$ cat src/hw/flpe_pkg.sv
// constants shared by the flash program/erase/protect sequencer
package flpe_pkg;
    localparam int DATA_W = 8;
    localparam int REG_ADDR_W = 8;
    localparam int FLASH_ADDR_W = 16;

    // register offsets
    localparam logic [7:0] REG_CONTROL = 8'h00;
    localparam logic [7:0] REG_PROTECT = 8'h01;
    localparam logic [7:0] REG_STATUS = 8'h02;
    localparam logic [7:0] REG_TARGET_HI = 8'h03;
    localparam logic [7:0] REG_TARGET_LO = 8'h04;

    // flash_control fields
    localparam int CTL_PGM_BIT = 0;
    localparam int CTL_ERASE_BIT = 1;
    localparam int CTL_MASS_BIT = 2;
    localparam int CTL_HIGH_VOLTAGE_ENABLE_BIT = 3;

    // status fields
    localparam int STS_LATCHED_BIT = 0;
    localparam int STS_PROTECTED_BIT = 1;
    localparam int STS_REFUSED_BIT = 2;
    localparam int STS_OVERRUN_BIT = 3;
    localparam int STS_INTERLOCK_BIT = 4;

    // reset values
    localparam logic [7:0] PROTECT_RESET = 8'h00;
    localparam logic [15:0] TARGET_RESET = 16'h0000;

    // array geometry
    localparam int PAGE_LSB = 9;
    localparam int ROW_LSB = 6;
    localparam logic [6:0] VECTOR_PAGE = 7'h7F;
    localparam logic [15:0] ALWAYS_PROT_START = 16'hFFCF;
    localparam logic [7:0] ERASED_BYTE = 8'hFF;

    // protect register decode points
    localparam logic [7:0] PROTECT_NONE = 8'hFF;
    localparam logic [7:0] PROTECT_ALL_MAX = 8'h09;
    localparam logic [7:0] PROTECT_TOP_MIN = 8'hFC;
    localparam logic [7:0] PROTECT_TOP_MAX = 8'hFE;

    // timing
    localparam int CLK_PERIOD_NS = 5;
    localparam int T_PROG_MAX_NS = 40000;
    localparam int PROG_MAX_CYCLES = T_PROG_MAX_NS / CLK_PERIOD_NS;
    localparam int GAP_CNT_W = 16;
endpackage : flpe_pkg

$ cat src/hw/flpe_top.sv
// flash program/erase sequencer with block protection, register front end
//
// Contract
// - high voltage sets only after selection sequence
// - high voltage bit drives pump and array
// - mass bit picks whole-array or page erase
// - program and erase never both set
// - page erase covers one aligned 512-byte page
// - page erase never touches vector region
// - first write after program select picks row
// - programming stays within one 64-byte row
// - protected target refuses high voltage
// - option byte and vectors protected except from whole-array erase
// - protect bits 7:1 give address 15:9
// - bit 0 only marks the all-ones value
// - low values protect all, FC-FE top only
// - erased cells read one, programmed zero
module flpe_top
    import flpe_pkg::*;
#(
    parameter int PROG_GAP_CYCLES = PROG_MAX_CYCLES
) (
    input wire logic i_clock,
    input wire logic i_rst_n,
    input wire logic [7:0] i_reg_addr,
    input wire logic [7:0] i_reg_wdata,
    input wire logic i_reg_wr,
    input wire logic i_reg_rd,
    output logic [7:0] o_reg_rdata,
    input wire logic i_flash_wr,
    input wire logic [15:0] i_flash_addr,
    input wire logic [7:0] i_flash_wdata,
    output logic o_pump_on,
    output logic o_array_hv,
    output logic o_prog_strobe,
    output logic [15:0] o_prog_addr,
    output logic [7:0] o_prog_data,
    output logic o_erase_run,
    output logic o_erase_mass,
    output logic [6:0] o_erase_page,
    output logic [7:0] o_erase_value
);
    // control and protect state
    logic program_select_reg;
    logic erase_select_reg;
    logic mass_select_reg;
    logic high_voltage_enable_reg;
    logic [7:0] protect_start_bits_reg;
    logic refused_reg;
    logic overrun_reg;
    logic interlock_reg;
    logic [GAP_CNT_W-1:0] gap_cnt_reg;
    logic gap_armed_reg;

    // output flops
    logic [7:0] rdata_reg;
    logic pump_reg;
    logic array_hv_reg;
    logic prog_strobe_reg;
    logic [15:0] prog_addr_reg;
    logic [7:0] prog_data_reg;
    logic erase_run_reg;
    logic erase_mass_reg;
    logic [6:0] erase_page_reg;
    logic [7:0] erase_value_reg;

    // decode
    wire logic wr_control;
    wire logic wr_protect;
    wire logic wr_status;
    wire logic both_req;
    wire logic sel_any;
    wire logic sel_hold;
    wire logic mass_next;
    wire logic target_latched;
    wire logic [15:0] target_addr;
    wire logic in_row;
    wire logic [15:0] protect_start;
    wire logic target_protected;
    wire logic hv_allowed;
    wire logic hv_set_req;
    wire logic hv_refuse;
    wire logic pgm_next;
    wire logic erase_next;
    wire logic high_voltage_enable_next;
    wire logic prog_hit;
    wire logic erase_active;
    wire logic vector_page_hit;
    wire logic gap_expired;
    wire logic [7:0] control_view;
    wire logic [7:0] status_view;
    wire logic [7:0] rdata_next;

    assign wr_control = i_reg_wr && (i_reg_addr == REG_CONTROL);
    assign wr_protect = i_reg_wr && (i_reg_addr == REG_PROTECT);
    assign wr_status = i_reg_wr && (i_reg_addr == REG_STATUS);

    assign sel_any = program_select_reg || erase_select_reg;

    // a write that moves the selection drops the old target, so a page
    // erase never runs on a row latched for programming
    assign sel_hold = (pgm_next == program_select_reg) &&
        (erase_next == erase_select_reg);
    assign mass_next = wr_control ? i_reg_wdata[CTL_MASS_BIT] :
        mass_select_reg;

    flpe_target u_target (
        .i_clock(i_clock),
        .i_rst_n(i_rst_n),
        .i_select_any(sel_any && sel_hold),
        .i_flash_wr(i_flash_wr),
        .i_flash_addr(i_flash_addr),
        .o_latched(target_latched),
        .o_target(target_addr),
        .o_in_row(in_row)
    );

    flpe_protect u_protect (
        .i_protect_start_bits(protect_start_bits_reg),
        .i_target(target_addr),
        .i_mass(erase_select_reg && mass_select_reg),
        .o_start(protect_start),
        .o_target_protected(target_protected)
    );

    // a write asking for both selections is dropped whole for those bits
    assign both_req = wr_control && i_reg_wdata[CTL_PGM_BIT] &&
        i_reg_wdata[CTL_ERASE_BIT];
    assign pgm_next = (wr_control && !both_req) ?
        i_reg_wdata[CTL_PGM_BIT] : program_select_reg;
    assign erase_next = (wr_control && !both_req) ?
        i_reg_wdata[CTL_ERASE_BIT] : erase_select_reg;

    // selection in force and left alone by this write, dummy write latched
    // and target unprotected; a mode change here skips the checked steps
    assign hv_allowed = (program_select_reg ^ erase_select_reg) &&
        sel_hold && (mass_next == mass_select_reg) &&
        target_latched && !target_protected;
    assign hv_set_req = wr_control && i_reg_wdata[CTL_HIGH_VOLTAGE_ENABLE_BIT] &&
        !high_voltage_enable_reg;
    assign hv_refuse = hv_set_req && !hv_allowed;
    assign high_voltage_enable_next = !wr_control ? high_voltage_enable_reg :
        (i_reg_wdata[CTL_HIGH_VOLTAGE_ENABLE_BIT] &&
         (high_voltage_enable_reg || hv_allowed));

    // bytes outside the latched row, or once the row is guarded by a
    // later protect write, are ignored
    assign prog_hit = program_select_reg && high_voltage_enable_reg &&
        i_flash_wr && in_row && !target_protected;

    assign vector_page_hit = (target_addr[15:PAGE_LSB] == VECTOR_PAGE);
    // protection is rechecked live: a mass or protect write made while
    // high voltage is on must not widen the erase into a guarded range
    assign erase_active = erase_select_reg && high_voltage_enable_reg &&
        target_latched && !target_protected &&
        (mass_select_reg || !vector_page_hit);

    // watches the byte gap the software must keep short
    assign gap_expired = gap_armed_reg &&
        (gap_cnt_reg == GAP_CNT_W'(PROG_GAP_CYCLES));

    assign control_view = {4'h0, high_voltage_enable_reg, mass_select_reg,
        erase_select_reg, program_select_reg};
    assign status_view = {3'h0, interlock_reg, overrun_reg, refused_reg,
        target_protected, target_latched};

    assign rdata_next =
        (i_reg_addr == REG_CONTROL) ? control_view :
        (i_reg_addr == REG_PROTECT) ? protect_start_bits_reg :
        (i_reg_addr == REG_STATUS) ? status_view :
        (i_reg_addr == REG_TARGET_HI) ? target_addr[15:8] :
        (i_reg_addr == REG_TARGET_LO) ? target_addr[7:0] :
        8'h00;

    // control register
    // high voltage may outlive the selection; clearing it is never refused
    always_ff @(posedge i_clock) begin
        if (!i_rst_n) begin
            program_select_reg <= 1'b0;
            erase_select_reg <= 1'b0;
            mass_select_reg <= 1'b0;
            high_voltage_enable_reg <= 1'b0;
        end else begin
            program_select_reg <= pgm_next;
            erase_select_reg <= erase_next;
            high_voltage_enable_reg <= high_voltage_enable_next;
            if (wr_control) begin
                mass_select_reg <= i_reg_wdata[CTL_MASS_BIT];
            end
        end
    end

    always_ff @(posedge i_clock) begin
        if (!i_rst_n) begin
            protect_start_bits_reg <= PROTECT_RESET;
        end else if (wr_protect) begin
            protect_start_bits_reg <= i_reg_wdata;
        end
    end

    // sticky status: write one to clear, a new event wins over the clear
    always_ff @(posedge i_clock) begin
        if (!i_rst_n) begin
            refused_reg <= 1'b0;
            overrun_reg <= 1'b0;
            interlock_reg <= 1'b0;
        end else begin
            refused_reg <= hv_refuse ||
                (refused_reg && !(wr_status &&
                 i_reg_wdata[STS_REFUSED_BIT]));
            overrun_reg <= gap_expired ||
                (overrun_reg && !(wr_status &&
                 i_reg_wdata[STS_OVERRUN_BIT]));
            interlock_reg <= both_req ||
                (interlock_reg && !(wr_status &&
                 i_reg_wdata[STS_INTERLOCK_BIT]));
        end
    end

    // byte gap counter, armed by each programmed byte
    always_ff @(posedge i_clock) begin
        if (!i_rst_n) begin
            gap_cnt_reg <= '0;
            gap_armed_reg <= 1'b0;
        end else if (prog_hit) begin
            gap_cnt_reg <= '0;
            gap_armed_reg <= 1'b1;
        end else if (!program_select_reg || gap_expired) begin
            gap_armed_reg <= 1'b0;
        end else if (gap_armed_reg) begin
            gap_cnt_reg <= gap_cnt_reg + 1'b1;
        end
    end

    // pump and array drive follow the enable bit
    always_ff @(posedge i_clock) begin
        if (!i_rst_n) begin
            pump_reg <= 1'b0;
            array_hv_reg <= 1'b0;
        end else begin
            pump_reg <= high_voltage_enable_next;
            array_hv_reg <= high_voltage_enable_next;
        end
    end

    // programming byte strobe, one cycle per accepted write
    always_ff @(posedge i_clock) begin
        if (!i_rst_n) begin
            prog_strobe_reg <= 1'b0;
            prog_addr_reg <= TARGET_RESET;
            prog_data_reg <= 8'h00;
        end else begin
            prog_strobe_reg <= prog_hit;
            if (prog_hit) begin
                prog_addr_reg <= i_flash_addr;
                prog_data_reg <= i_flash_wdata;
            end
        end
    end

    // erase drive: whole array or the latched page, cells go to ones
    always_ff @(posedge i_clock) begin
        if (!i_rst_n) begin
            erase_run_reg <= 1'b0;
            erase_mass_reg <= 1'b0;
            erase_page_reg <= 7'h00;
            erase_value_reg <= 8'h00;
        end else begin
            erase_run_reg <= erase_active;
            erase_mass_reg <= mass_select_reg;
            erase_page_reg <= target_addr[15:PAGE_LSB];
            erase_value_reg <= erase_active ? ERASED_BYTE : 8'h00;
        end
    end

    // read data valid the cycle after the read strobe only
    always_ff @(posedge i_clock) begin
        if (!i_rst_n) begin
            rdata_reg <= 8'h00;
        end else if (i_reg_rd) begin
            rdata_reg <= rdata_next;
        end else begin
            rdata_reg <= 8'h00;
        end
    end

    assign o_reg_rdata = rdata_reg;
    assign o_pump_on = pump_reg;
    assign o_array_hv = array_hv_reg;
    assign o_prog_strobe = prog_strobe_reg;
    assign o_prog_addr = prog_addr_reg;
    assign o_prog_data = prog_data_reg;
    assign o_erase_run = erase_run_reg;
    assign o_erase_mass = erase_mass_reg;
    assign o_erase_page = erase_page_reg;
    assign o_erase_value = erase_value_reg;
endmodule : flpe_top

$ cat src/hw/flpe_protect.sv
// protect boundary decode and target protection check
module flpe_protect
    import flpe_pkg::*;
(
    input wire logic [7:0] i_protect_start_bits,
    input wire logic [15:0] i_target,
    input wire logic i_mass,
    output logic [15:0] o_start,
    output logic o_target_protected
);
    wire logic none_sel;
    wire logic all_sel;
    wire logic top_sel;
    wire logic in_user_range;
    wire logic in_fixed_range;

    // bit 0 only distinguishes the all-ones value
    assign none_sel = (i_protect_start_bits == PROTECT_NONE);
    assign all_sel = (i_protect_start_bits <= PROTECT_ALL_MAX);
    assign top_sel = (i_protect_start_bits >= PROTECT_TOP_MIN) &&
        (i_protect_start_bits <= PROTECT_TOP_MAX);

    always_comb begin
        if (all_sel) begin
            o_start = 16'h0000;
        end else if (top_sel || none_sel) begin
            o_start = ALWAYS_PROT_START;
        end else begin
            o_start = {i_protect_start_bits[7:1], 9'h000};
        end
    end

    assign in_user_range = !none_sel && (i_target >= o_start);
    assign in_fixed_range = (i_target >= ALWAYS_PROT_START);
    // whole-array erase may clear the fixed top, not a user-protected range
    assign o_target_protected = i_mass ? (!none_sel && !top_sel) :
        (in_user_range || in_fixed_range);
endmodule : flpe_protect

$ cat src/hw/flpe_target.sv
// target address latch from the first flash write after a selection
module flpe_target
    import flpe_pkg::*;
(
    input wire logic i_clock,
    input wire logic i_rst_n,
    input wire logic i_select_any,
    input wire logic i_flash_wr,
    input wire logic [15:0] i_flash_addr,
    output logic o_latched,
    output logic [15:0] o_target,
    output logic o_in_row
);
    logic latched_reg;
    logic [15:0] target_reg;
    wire logic capture;

    assign capture = i_select_any && !latched_reg && i_flash_wr;
    assign o_in_row = latched_reg &&
        (i_flash_addr[15:ROW_LSB] == target_reg[15:ROW_LSB]);
    assign o_latched = latched_reg;
    assign o_target = target_reg;

    always_ff @(posedge i_clock) begin
        if (!i_rst_n) begin
            latched_reg <= 1'b0;
            target_reg <= TARGET_RESET;
        end else if (!i_select_any) begin
            // a fresh selection needs a fresh dummy write
            latched_reg <= 1'b0;
        end else if (capture) begin
            latched_reg <= 1'b1;
            target_reg <= i_flash_addr;
        end
    end
endmodule : flpe_target

$ cat config.mk
export PLATFORM = sky130hd
export DESIGN_NAME = flpe_top
export DESIGN_NICKNAME = d
export VERILOG_FILES = /design/src/hw/flpe_pkg.sv /design/src/hw/flpe_top.sv /design/src/hw/flpe_protect.sv /design/src/hw/flpe_target.sv
export SDC_FILE = /design/constraint.sdc
export NUM_CORES = 1
export LEC_CHECK = 0
export ABC_AREA = 1
export BUFFER_PORTS_ARGS = -buffer_cell sky130_fd_sc_hd__buf_2
export CAP_MARGIN = 20
export CORE_MARGIN = 1
export CORE_UTILIZATION = 35
export DETAILED_ROUTE_END_ITERATION = 8
export PLACE_DENSITY_LB_ADDON = 0.3
export SLEW_MARGIN = 20
export SYNTH_ARGS = -nofsm -noshare
export SYNTH_HDL_FRONTEND = slang
export SYNTH_SLANG_ARGS = --single-unit
export TNS_END_PERCENT = 1
$ cat constraint.sdc
create_clock -name i_clock -period 4.5 [get_ports i_clock]
set_input_delay 0.225 -clock i_clock [delete_from_list [all_inputs] [get_ports i_clock]]
set_output_delay 0.225 -clock i_clock [all_outputs]
set_load 0.005 [all_outputs]
# After elaboration in Yosys (flattened, before gate mapping)

Cells that the tools add are included.

$mul: 0
Multiplexer cells: 14
Add/sub/neg operators: 1
Magnitude comparators: 5
Reduce and logical (&&, ||, !) cells: 67
Eq/ne operators: 11
Bitwise gates (word level): 4
Divide/modulo/power cells: 0
Shift-type cells: 0

Operators by type and width:

| kind                                                                              | count |
|---|---|
| 8-bit 2-to-1 mux                                                                  | 5 |
| 1-bit logical AND                                                                 | 38 |
| 16-bit 2-to-1 mux                                                                 | 2 |
| 16-bit by 1-bit adder with 16-bit output (second input constant)                  | 1 |
| 16-bit by 13-bit == test with 1-bit output (second input constant)                | 1 |
| 8-bit by 2-bit == test with 1-bit output (second input constant)                  | 2 |
| 16-bit >= comparator                                                              | 1 |
| 16-bit >= comparator (second input constant)                                      | 1 |
| 1-bit logical NOT                                                                 | 12 |
| 10-bit == test                                                                    | 1 |
| 1-bit logical OR                                                                  | 9 |
| 8-bit by 1-bit == test with 1-bit output (second input constant)                  | 1 |
| 8-bit by 3-bit == test with 1-bit output (second input constant)                  | 1 |
| 8-bit == test (second input constant)                                             | 1 |
| 8-bit >= comparator (second input constant)                                       | 1 |
| 8-bit by 4-bit less-or-equal comparator with 1-bit output (second input constant) | 1 |
| 8-bit less-or-equal comparator (second input constant)                            | 1 |
| 8-bit logical NOT                                                                 | 1 |
| 2-bit AND reduction                                                               | 4 |
| 7-bit == test (second input constant)                                             | 1 |
| 1-bit 2-to-1 mux                                                                  | 6 |
| 4-bit 2-to-1 mux                                                                  | 1 |
| 1-bit == test                                                                     | 3 |
| 1-bit NOT                                                                         | 3 |
| other kinds (4)                                                                   | 4 |

Bits in latches: 0
Bits in writable memories: 0
Output and inout port bits: 52
Logic and storage cells: 123
ROM bits: 0
Register bits after elaboration: 99
Memories: 0
Input port bits: 45

# Longest topological paths before layout

Word-level depth: 16
Depth in mapped cells: 20
Mapped depth without buffers: 19

# Hierarchy

From an unflattened synthesis, not the netlist that was laid out.

Cell total of the unflattened synthesis: 638
Area, all modules: 4752.1 um^2

Modules (own cells, without submodules):

| module       | times used | cells each | seq. area each (um^2) | area each (um^2) |
|---|---|---|---|---|
| flpe_top     | 1          | 430        | 1481.4                | 3445.8 |
| flpe_target  | 1          | 115        | 340.3                 | 778.2 |
| flpe_protect | 1          | 93         | 0.0                   | 528.0 |

# Least setup slack after synthesis

No wires, ideal clock.

Path kind: reg-to-reg
Start: register protect_start_bits_reg[7]
End: register prog_addr_reg[0] (netlist: o_prog_addr[0])
Cell stages (with the launch flop): 18
Required time: 4.441 ns
Buffers on the path: 1
Library setup time: 0.059 ns
Path slack: 2.320 ns
Arrival: 2.122 ns
Clock period less this slack: 2.180 ns
Path through: dfxtp_1 -> nand4_1 -> nor2_2 -> inv_1 -> ha_1 -> a21oi_1 -> o21a_1 -> nand2_1 -> nand2_1 -> nand3_1 -> nand2_1 -> nand2_1 -> nand2_1 -> nand2_4 -> nor2_4 -> buf_4 -> nand2_1 -> nand2_1

Longest elaborated chain between the ends: 11
Elaborated cells between the ends (all ways): 17
Those cells by class: order compare (4); eq/ne (1); mux (3); reduce/logical (9)

Ends and longest elaborated chain:

| element                                                               | RTL line                               | RTL |
|---|---|---|
| start: declaration                                                    | flpe_top.sv:48                         | `logic [7:0] protect_start_bits_reg;` |
| start signal: assignment                                              | flpe_top.sv:197                        | `protect_start_bits_reg <= i_reg_wdata;` |
| 8-bit >= comparator or 8-bit less-or-equal comparator (tied branches) | flpe_protect.sv:20, flpe_protect.sv:21 |  |
| 1-bit logical AND                                                     | flpe_protect.sv:20                     | `assign top_sel = (i_protect_start_bits >= PROTECT_TOP_MIN) &&` |
| 1-bit logical OR                                                      | flpe_protect.sv:26                     | `end else if (top_sel \|\| none_sel) begin` |
| 16-bit 2-to-1 mux                                                     | flpe_protect.sv:26                     |  |
| 16-bit 2-to-1 mux                                                     | flpe_protect.sv:24                     | `if (all_sel) begin` |
| 16-bit >= comparator                                                  | flpe_protect.sv:33                     | `assign in_user_range = !none_sel && (i_target >= o_start);` |
| 1-bit logical AND                                                     | flpe_protect.sv:33                     |  |
| 1-bit logical OR                                                      | flpe_protect.sv:37                     | `(in_user_range \|\| in_fixed_range);` |
| 1-bit 2-to-1 mux (*)                                                  | flpe_protect.sv:36                     | `assign o_target_protected = i_mass ? (!none_sel && !top_sel) :` |
| 1-bit logical NOT (*)                                                 | flpe_top.sv:149                        | `i_flash_wr && in_row && !target_protected;` |
| 1-bit logical AND (*)                                                 | flpe_top.sv:149                        |  |
| end signal: assignment                                                | flpe_top.sv:255                        | `prog_addr_reg <= i_flash_addr;` |
| end: declaration                                                      | flpe_top.sv:60                         | `logic [15:0] prog_addr_reg;` |

Mark *: on every way between the ends. The rest lies on a longest branch, timed or not.
A chain may end at the register's enable or synchronous reset.

# Worst setup path after layout

Start: register protect_start_bits_reg[3]
End: register prog_addr_reg[15] (netlist: o_prog_addr[15])

Same word-level chain as after synthesis.

==> key figures <==
Floorplan
  • Full die area: 13710 µm²
  • Core footprint: 12770 µm²
  • Initial Util: 0.3628
  • Chip width: 117.1 µm
  • Cell row count: 41
  • I/O pin count: 97
  • Die H: 117.1 µm

Setup path
  • Crit Path Max Fanout: 27
  • Crit path kind: reg2reg
  • Type of origin of the critical path: flip-flop
  • CP required: 4.79 ns
  • WP data arrival: 3.28 ns
  • Worst setup EP type: flip-flop

Global route
  • Total global routing overflow: 0
  • Gr usage total: 0.1856
  • Largest net degree at the start of global routing: 46
  • Vias in the first global route: 3976
  • First-pass GRT wire length: 19510 µm
  • Antenna violations before repair: 0

Drt
  • DR top layer: met4
  • WL per Instance: 13.49 µm
  • Final routed DRC violation total: 0
  • Met2 WL post-DR: 5103 µm
  • Detailed Routing Iterations Pass 1: 5
  • Via count: 4343
  • Routed met1 length: 5930 µm
  • Vias/cell: 4.913
  • Met3 wire length: 619 µm
  • Final Routed Wirelength: 11930 µm
  • ANT nets after route: 0
  • 1st-iter DRT viols: 281

Timing
  • Setup violators final: 0
  • Setup_tns: 0 ns
  • Tcrit/Tclk final: 0.6625
  • Fin. Hold Viols: 0
  • RSZ-0062 raised after global routing: no
  • Actual slew at the worst max-slew pin: 1.034 ns
  • Rel. slew slack: 0.3098
  • Minimum hold slack: 0.06077 ns
  • Final Critical Period: 2.981 ns
  • Fmax: 335.4 MHz
  • Setup Skew: 0.01124 ns
  • Max Slew Vio Count: 0

Power
  • Reg power frac: 0.516
  • Sw frac: 0.2321
  • Worst IR Drop VDD: 0.0001356 V
  • Final total power: 1.562 mW
  • PwrDens: 287.6 nW/µm²
  • Sw power: 362.5 µW
  • Lkg Pwr: 2.413 nW
  • P_int: 1.199 mW
  • Clock network power share: 0.442
  • Logic pwr share: 0.042

Flow run
  • Max-cap viol count: 0

Synthesis
  • Synth warnings: 0
  • Post-Syn Area: 4634 µm²
  • Synthesized flop and latch total: 91
  • Synth top area cells: dfxtp_1 (39%), nand2_1 (13%), nand3_1 (7.3%)
  • Top_reg_cell synth: dfxtp_1
  • Mapped Cells: 626
  • Post-synth EDFFs: 0
  • Top cell type's share of synthesized area: 0.3931
  • Post-synth top area cell: dfxtp_1
  • Ys async rst share: 0
  • Syn_area_per_cell: 7.403 µm²
  • Synth top cells by count: nand2_1 (161), dfxtp_1 (91), nand3_1 (68), inv_1 (59), a21oi_1 (43)
  • Most frequent cell after synthesis: nand2_1
  • Syn_nets: 688
  • Number of library cell types mapped by synthesis: 45
  • Share of the yosys chip area belonging to registers: 0.3931

Clock network
  • Clk root buf: clkbuf_16
  • Worst-Skew Late Latency: 0.35 ns
  • Htree depth: 3
  • Hold_buf cts: 0
  • Cts repair resizes: 0
  • TritonCTS clock tree: yes
  • Clk buf depth: 2
  • # Post-CTS Setup Buffers: 0
  • Clock sink count: 91
  • Clock transition at path regs: 0.06 ns
  • CTS buffer count: 9

Final layout
  • Post-layout util: 0.4250
  • Filler instances: 1344
  • Final Instance Area: 5429 µm²
  • Share of layout cells above drive strength 1: 0.2194
  • Multi-input logic area: 2392 µm²
  • Area growth syn-to-layout: 17.14%
  • Nets: 769
  • Sequential cell area: 1822 µm²

Placement
  • GP Congestion: 0.8809
  • Post-DP Area: 5160 µm²
  • Port Buffers: 96
  • DP Wirelength: 9012 µm

Run status
  • Status: finished clean

Hold path
  • Worst min-delay path class: in2reg
## kinds of logic (layout without fill, tap and decap cells)
kind of cell               after synthesis  count (layout)  share of synthesized area
other                                    0               1                          0
adders and majority gates               17              17                    0.04590
xor gates and xnor gates                19              19                    0.03591
buffers and inverters                   91             176                    0.09071
AOI/OAI and AO/OA                       86              86                     0.1085
DFF                                     91              91                     0.3931
and+or+nand+nor                        322             322                     0.3259
## layout by cell type (no fill, tap or decap), drive strengths merged, types with 5 or more instances in the layout
cell type  count
clkinv         5
a21oi         53
nor4           6
dfxtp         91
inv           65
buf           97
nand2        178
xor2           9
nand3         71
ha            17
nand4          8
nor3          13
xnor2         10
nor2          42
clkbuf         9
o21ai         20
## through the flow
step           setup slack [ns]  instances
6_report                  1.519        884
5_1_grt                   1.136        883
4_1_cts                   1.509        883
3_5_place_dp              1.544        868
3_3_place_gp              1.635        868
2_1_floorplan             2.320        626
## final timing paths
| path | start | to | slack, ns | cells after the start |
|---|---|---|---|---|
| worst min-delay path | i_flash_wdata[6] | o_prog_data[6] | 0.06 | 3 |
| worst max-delay path | protect_start_bits_reg[3] | o_prog_addr[15] | 1.52 | 16 |
| worst max register to register | protect_start_bits_reg[3] | o_prog_addr[15] | 1.52 | 16 |
| worst min register to register | o_prog_addr[9] | o_prog_addr[9] | 0.47 | 2 |
## final cells by class
| cell class | count | share of cell area |
|---|---|---|
| Antenna cell | 1 | 0.0004609 |
| Clock buffer | 9 | 0.04148 |
| Clock inverter | 6 | 0.007605 |
| Inverter | 64 | 0.04471 |
| Multi-Input combinational cell | 444 | 0.4407 |
| Sequential cell | 91 | 0.3356 |
| Tap cell | 172 | 0.03964 |
| Timing Repair Buffer | 97 | 0.08988 |
## metal layers
| metal | track usage | vias up |
|---|---|---|
| met3 | 0.03038 | 17 |
| met4 | 0.09536 | 0 |
| met2 | 0.2761 | 127 |
| li1 | - | 2204 |
| met5 | 0 | - |
| met1 | 0.2585 | 1995 |
## power by group through the flow
stage / combinational [mW] / sequential [mW] / clock, mW
2_1_floorplan: 0.0304 / 0.824 / 0
3_3_place_gp: 0.0652 / 0.824 / 0
3_5_place_dp: 0.0654 / 0.824 / 0
4_1_cts: 0.0659 / 0.806 / 0.713
5_1_grt: 0.0723 / 0.805 / 0.751
6_report: 0.0662 / 0.806 / 0.690
## critical path, cell delays in order (launching register included)
cell and delay, ns:
dfxtp_1 0.43, nand2_1 0.09, nor2_2 0.23, inv_1 0.19, ha_1 0.32, a21oi_1 0.14, o21a_1 0.14, nand2_1 0.06
nand2_1 0.05, nand3_1 0.06, nand2_1 0.06, nand2_1 0.06, nand2_1 0.15, nand2_4 0.22, nor2_4 0.50, nand2_1 0.12
nand2_1 0.08
No activity file was read; power rests on OpenSTA's default activity.
